File: src/rtl/bit_op_pkg.sv
`default_nettype none
package bit_op_pkg;

  localparam int INSTR_W   = 14;
  localparam int DATA_W    = 8;
  localparam int ADDR_W    = 7;
  localparam int BITSEL_W  = 3;
  localparam int OPC_W     = 4;
  localparam int STATUS_W  = 8;

  localparam int OPC_MSB    = 13;
  localparam int OPC_LSB    = 10;
  localparam int BITSEL_MSB = 9;
  localparam int BITSEL_LSB = 7;
  localparam int ADDR_MSB   = 6;
  localparam int ADDR_LSB   = 0;

  localparam logic [OPC_W-1:0] OPC_CLEAR = 4'h4;
  localparam logic [OPC_W-1:0] OPC_SET   = 4'h5;
  localparam logic [OPC_W-1:0] OPC_TEST  = 4'h6;

  localparam logic [INSTR_W-1:0]  INSTR_RST  = 14'h0000;
  localparam logic [DATA_W-1:0]   DATA_RST   = 8'h00;
  localparam logic [ADDR_W-1:0]   ADDR_RST   = 7'h00;
  localparam logic [BITSEL_W-1:0] BITSEL_RST = 3'h0;
  localparam logic [STATUS_W-1:0] STATUS_NONE = 8'h00;

  typedef enum logic [1:0]
  {
    PH_DECODE  = 2'b00,
    PH_READ    = 2'b01,
    PH_PROCESS = 2'b10,
    PH_WRITE   = 2'b11
  } phase_t;

  typedef enum logic [1:0]
  {
    op_other               = 2'b00,
    bit_clear_op           = 2'b01,
    bit_set_op             = 2'b10,
    bit_test_skip_clear_op = 2'b11
  } op_kind_t;

endpackage
`default_nettype wire

File: src/rtl/bit_op_instruction_unit.sv
`timescale 1ns/1ps
`default_nettype none
module bit_op_instruction_unit
  import bit_op_pkg::*;
(
  input  wire logic                clk_in,
  input  wire logic                sys_rst_in,
  input  wire logic [INSTR_W-1:0]  instr_in,
  input  wire logic [DATA_W-1:0]   rd_data_in,
  output var  logic [1:0]          phase_out,
  output var  logic                rd_en_out,
  output var  logic [ADDR_W-1:0]   rd_addr_out,
  output var  logic                wr_en_out,
  output var  logic [ADDR_W-1:0]   wr_addr_out,
  output var  logic [DATA_W-1:0]   wr_data_out,
  output var  logic [1:0]          op_kind_out,
  output var  logic                discard_out,
  output var  logic                skip_pending_out,
  output var  logic                cycle_end_out,
  output var  logic                status_wr_en_out,
  output var  logic [STATUS_W-1:0] status_wr_mask_out
);

  // Classifies an instruction word by its top four bits.
  function automatic op_kind_t decode_kind(input logic [INSTR_W-1:0] word);
    logic [OPC_W-1:0] opc;
    opc = word[OPC_MSB:OPC_LSB];
    if (opc == OPC_CLEAR)
    begin
      decode_kind = bit_clear_op;
    end
    else if (opc == OPC_SET)
    begin
      decode_kind = bit_set_op;
    end
    else if (opc == OPC_TEST)
    begin
      decode_kind = bit_test_skip_clear_op;
    end
    else
    begin
      decode_kind = op_other;
    end
  endfunction

  // True for the two kinds that write the register back.
  function automatic logic is_modify(input op_kind_t kind);
    is_modify = (kind == bit_clear_op) || (kind == bit_set_op);
  endfunction

  phase_t phase;

  bit_op_phase_counter u_phase
  (
    .clk_in     (clk_in),
    .sys_rst_in (sys_rst_in),
    .phase_out  (phase)
  );

  op_kind_t              kind_r;
  op_kind_t              kind_nxt;
  logic [BITSEL_W-1:0]   bitsel_r;
  logic [BITSEL_W-1:0]   bitsel_nxt;
  logic [ADDR_W-1:0]     addr_r;
  logic [ADDR_W-1:0]     addr_nxt;
  logic                  rd_en_r;
  logic                  rd_en_nxt;
  logic [DATA_W-1:0]     data_r;
  logic [DATA_W-1:0]     data_nxt;
  logic [DATA_W-1:0]     result_r;
  logic [DATA_W-1:0]     result_nxt;
  logic                  wr_en_r;
  logic                  wr_en_nxt;
  logic                  skip_pending_r;
  logic                  skip_pending_nxt;
  logic                  discard_r;
  logic                  discard_nxt;
  logic [DATA_W-1:0]     modified;
  logic                  tested_bit;
  logic                  new_bit;

  assign new_bit    = (kind_r == bit_set_op);
  assign tested_bit = data_r[bitsel_r];

  // Only the selected bit takes the new value; the rest pass through.
  genvar gi;
  generate
    for (gi = 0; gi < DATA_W; gi++)
    begin : g_bit
      assign modified[gi] = (bitsel_r == BITSEL_W'(gi)) ? new_bit : data_r[gi];
    end
  endgenerate

  always_comb
  begin
    kind_nxt         = kind_r;
    bitsel_nxt       = bitsel_r;
    addr_nxt         = addr_r;
    rd_en_nxt        = 1'b0;
    skip_pending_nxt = skip_pending_r;
    discard_nxt      = discard_r;
    unique case (phase)
      PH_DECODE:
      begin
        // A skip raised in the previous cycle turns the fetched word into a
        // no-operation, so all four phases of this cycle do nothing.
        if (skip_pending_r)
        begin
          kind_nxt         = op_other;
          discard_nxt      = 1'b1;
          skip_pending_nxt = 1'b0;
        end
        else
        begin
          kind_nxt    = decode_kind(instr_in);
          discard_nxt = 1'b0;
        end
        bitsel_nxt = instr_in[BITSEL_MSB:BITSEL_LSB];
        addr_nxt   = instr_in[ADDR_MSB:ADDR_LSB];
        rd_en_nxt  = !skip_pending_r && (decode_kind(instr_in) != op_other);
      end
      PH_PROCESS:
      begin
        // A one in the tested bit leaves the flow alone; only a zero skips.
        if ((kind_r == bit_test_skip_clear_op) && !tested_bit)
        begin
          skip_pending_nxt = 1'b1;
        end
        else
        begin
          skip_pending_nxt = skip_pending_r;
        end
      end
      PH_READ,
      PH_WRITE:
      begin
        discard_nxt = discard_r;
      end
    endcase
  end

  always_ff @(posedge clk_in)
  begin
    if (sys_rst_in)
    begin
      kind_r         <= op_other;
      bitsel_r       <= BITSEL_RST;
      addr_r         <= ADDR_RST;
      rd_en_r        <= 1'b0;
      skip_pending_r <= 1'b0;
      discard_r      <= 1'b0;
    end
    else
    begin
      kind_r         <= kind_nxt;
      bitsel_r       <= bitsel_nxt;
      addr_r         <= addr_nxt;
      rd_en_r        <= rd_en_nxt;
      skip_pending_r <= skip_pending_nxt;
      discard_r      <= discard_nxt;
    end
  end

  // Reading, modifying and writing back form their own group, apart from
  // the decode bookkeeping, so each step can be timed against the phase alone.
  always_comb
  begin
    data_nxt   = data_r;
    result_nxt = result_r;
    wr_en_nxt  = 1'b0;
    unique case (phase)
      PH_DECODE:
      begin
        result_nxt = result_r;
      end
      PH_READ:
      begin
        if (kind_r != op_other)
        begin
          data_nxt = rd_data_in;
        end
      end
      PH_PROCESS:
      begin
        result_nxt = modified;
        wr_en_nxt  = is_modify(kind_r);
      end
      PH_WRITE:
      begin
        wr_en_nxt = 1'b0;
      end
    endcase
  end

  always_ff @(posedge clk_in)
  begin
    if (sys_rst_in)
    begin
      data_r   <= DATA_RST;
      result_r <= DATA_RST;
      wr_en_r  <= 1'b0;
    end
    else
    begin
      data_r   <= data_nxt;
      result_r <= result_nxt;
      wr_en_r  <= wr_en_nxt;
    end
  end

  assign phase_out        = phase;
  assign rd_en_out        = rd_en_r;
  assign rd_addr_out      = addr_r;
  assign wr_en_out        = wr_en_r;
  assign wr_addr_out      = addr_r;
  assign wr_data_out      = result_r;
  assign op_kind_out      = kind_r;
  assign discard_out      = discard_r;
  assign skip_pending_out = skip_pending_r;
  assign cycle_end_out    = (phase == PH_WRITE);

  // The status port exists so the core can merge writers; these
  // instructions never drive it, whatever the outcome.
  assign status_wr_en_out   = 1'b0;
  assign status_wr_mask_out = STATUS_NONE;

endmodule
`default_nettype wire

File: src/rtl/bit_op_phase_counter.sv
`timescale 1ns/1ps
`default_nettype none
module bit_op_phase_counter
  import bit_op_pkg::*;
(
  input  wire logic   clk_in,
  input  wire logic   sys_rst_in,
  output var phase_t  phase_out
);

  phase_t phase_r;
  phase_t phase_nxt;

  // The four phases repeat without pause; each phase is one clock.
  always_comb
  begin
    unique case (phase_r)
      PH_DECODE:  phase_nxt = PH_READ;
      PH_READ:    phase_nxt = PH_PROCESS;
      PH_PROCESS: phase_nxt = PH_WRITE;
      PH_WRITE:   phase_nxt = PH_DECODE;
    endcase
  end

  always_ff @(posedge clk_in)
  begin
    if (sys_rst_in)
    begin
      phase_r <= PH_DECODE;
    end
    else
    begin
      phase_r <= phase_nxt;
    end
  end

  assign phase_out = phase_r;

endmodule
`default_nettype wire

File: config.mk
export PLATFORM = sky130hd
export DESIGN_NAME = bit_op_instruction_unit
export DESIGN_NICKNAME = d
export VERILOG_FILES = /design/src/rtl/bit_op_pkg.sv /design/src/rtl/bit_op_instruction_unit.sv /design/src/rtl/bit_op_phase_counter.sv
export SDC_FILE = /design/constraint.sdc
export NUM_CORES = 1
export LEC_CHECK = 0
export BUFFER_PORTS_ARGS = -buffer_cell sky130_fd_sc_hd__buf_2
export CAP_MARGIN = 20
export CORE_MARGIN = 8
export CORE_UTILIZATION = 48
export DETAILED_ROUTE_END_ITERATION = 6
export PLACE_DENSITY_LB_ADDON = 0.2
export SYNTH_ARGS = -nofsm -noshare
export SYNTH_HDL_FRONTEND = slang
export SYNTH_SLANG_ARGS = --single-unit
File: constraint.sdc
create_clock -name clk_in -period 1.9 [get_ports clk_in]
set_input_delay 0.19 -clock clk_in [delete_from_list [all_inputs] [get_ports clk_in]]
set_output_delay 0.19 -clock clk_in [all_outputs]
set_load 0.01 [all_outputs]
==> impl_metrics.toml <==
[hold_path]
hp-class = "in2reg"
hold_start = "instr_in[11]"

[place]
io_buffers = 54
pre_cts_slack_ps = 398.2
hpwl_mm = 2.582
routabilityCongestion = 0.7507

[global_routing]
antenna_found_initial = 0
grt_max_degree = 34
grt_pass1_wl_mm = 5.299
grt_overflow_total = 0
track_usage_pct = 12.43
grt_pass1_vias = 1239

[clocking]
postCtsHoldBufs = 0
clk_pin_slew_ps = 100
post-cts-setup-buffers = 0
clock_latency_ps = 330
cts_tree = "done"
cts-buffers-inserted = 5
clockBufferDepth = 2
cts.htree.levels = 2
cts_resized = 0
cts-root-buf = "clkbuf_4"
cts.sinks = 34

[setup_path]
critical_path_class = "reg2reg"
worst_setup_path_end_kind = "register"
startpoint_type = "register"
arrival_ps = 1830
rr_startpoint = "u_phase.phase_out[0]$_SDFF_PP0_"
required_ps = 2180
cp_max_fo = 19
crit_start = "u_phase.phase_out[0]$_SDFF_PP0_"

[sta]
period_needed_ps = 1543
setup_ws_ps = 357.3
worst_pin_slew_ps = 622.0
slew_headroom_pct = 58.53
finalClockSkew_ps = 15.07
holdWs_ps = 39.01
period_share_pct = 81.19
final-setup-viol-count = 0
hold_viol = 0
rsz0062_at_grt = "no"
finalSetupTns_ps = 0
fmax_ghz = 0.6482
drv_slew = 0

[floorplanning]
ioPinCount = 64
num_rows = 21
die_area_sq_um = 5547
die_x_um = 74.48
core_sq_um = 3311
die_h_um = 74.48
initial_utilization_pct = 49.58

[drt]
drt_pass1_iterations = 6
drt-initial-drc-count = 41
drt-wirelength-per-cell_um = 12.76
drt_wl_total_mm = 3.317
drcViolationCount = 0
ant_nets = 0
vias = 1274
vias_per_cell = 4.900

[finish]
nNetsFinal = 245
layout-drive-gt1-share_pct = 30.37
fin_util_pct = 56.50
mostFrequentLayoutCell = "buf_2"
diodes = 0
layout_common_cells = "buf_2, dfxtp_1, nor2_1"
syn2layout_area_growth_pct = 13.95
fillers = 337

[synthesis]
syn_inst = 172
synth_top_area_share_pct = 41.46
netlist_area_sq_um = 1642
ys_ff_latch = 34
synth.avg_cell_area_sq_um = 9.544
synth_ff_type = "dfxtp_1"
synth.distinct_cells = 31
async_flop_share_pct = 0
yosysTopAreaCell = "dfxtp_1"
yosys-top-cells-area = "dfxtp_1, mux2i_1, buf_4"
ys.warnings.count = 0
yosysSeqAreaShare_pct = 41.46
synth_edf_count = 0

[power_and_ir_drop]
power.density_nw_per_um2 = 1010
irDropWorstVdd_mv = 0.4640
p_leak_nw = 0.8976

[flow_run]
maxCapViolCount = 0

[status]
outcome = "complete, no violations"
## registers in the layout (all words and copies together), names as in the netlist
| name | count |
|---|---|
| data_r | 8 |
| bitsel_r | 3 |
| rd_en_out | 1 |
| u_phase.phase_out | 2 |
| skip_pending_out | 1 |
| op_kind_out | 2 |
| discard_out | 1 |
| wr_en_out | 1 |
| rd_addr_out | 7 |
| wr_data_out | 8 |
## final cells by class
cell class | count | area, sq um | share of cell area (%)
clock buffers | 7 | 45.04 | 2.408
repair buffers | 56 | 285.3 | 15.25
flip-flops and latches | 34 | 680.7 | 36.39
inverters | 4 | 15.01 | 0.8027
multi-input cells | 113 | 787.0 | 42.07
well taps | 46 | 57.56 | 3.077
## worst max-delay path, cell delays in order, from the launching register on
cell and delay (ps):
dfxtp_1 350, inv_1 80, ha_1 550, o21ai_0 200, a21oi_1 160, o41a_1 150
## final timing paths
path / to / slack (ps) / depth (start not counted)
worst min-delay path: rd_en_out$_SDFF_PP0_ / 40 / 2
worst max-delay path: skip_pending_out$_SDFFE_PP0P_ / 360 / 5
worst max register to register: skip_pending_out$_SDFFE_PP0P_ / 360 / 5
worst min register to register: wr_data_out[0]$_SDFFE_PP0P_ / 490 / 2
## through the flow
| stage | area, sq um | cells | power, mW |
|---|---|---|---|
| after floorplan | 1672 | 180 | 1.414 |
| after global placement | 1826 | 253 | 1.538 |
| after detailed placement | 1826 | 253 | 1.564 |
| after CTS | 1871 | 260 | 1.919 |
| after global routing | 1871 | 260 | 2.021 |
| final | 1871 | 260 | 1.889 |
## layer usage
metal	GRT usage, %	share of wire [%]	wire [um]	vias to the layer above
met4	4.565	1.3	42	0
met3	6.065	11	358	5
met2	20.91	47	1567	46
met1	13.09	41	1349	585
met5	0	0	0	-
li1	-	-	-	638
## power breakdown
group / internal [mW] / total [mW] / switching [mW]
clock: 0.139 / 0.350 / 0.211
combinational: 0.292 / 0.627 / 0.335
sequential: 0.819 / 0.912 / 0.0932
total: 1.25 / 1.89 / 0.639
## Yosys cell counts, types with 2 or more instances
cell	instances
inv_1	4
or3b_1	2
clkbuf_1	7
nand2b_1	3
a211oi_1	6
nand3b_1	3
a21oi_1	2
buf_6	2
o21ai_0	5
buf_4	16
nor2b_1	3
nand2_1	3
nor2_1	30
ha_1	7
dfxtp_1	34
buf_2	4
mux2i_1	26
mux2_2	2
## kinds of logic after synthesis
| family | Yosys count | synth area share (%) |
|---|---|---|
| other | 1 | 0.2284 |
| XOR/XNOR | 1 | 0.5336 |
| flip-flops | 34 | 41.46 |
| AND/OR/NAND/NOR | 50 | 14.86 |
| buffers and inverters | 33 | 12.42 |
| AO/OA/AOI/OAI | 18 | 7.927 |
| adder cells (fa/ha/maj) | 7 | 5.335 |
| multiplexers | 28 | 17.23 |
No activity file was read; power rests on OpenSTA's default activity.
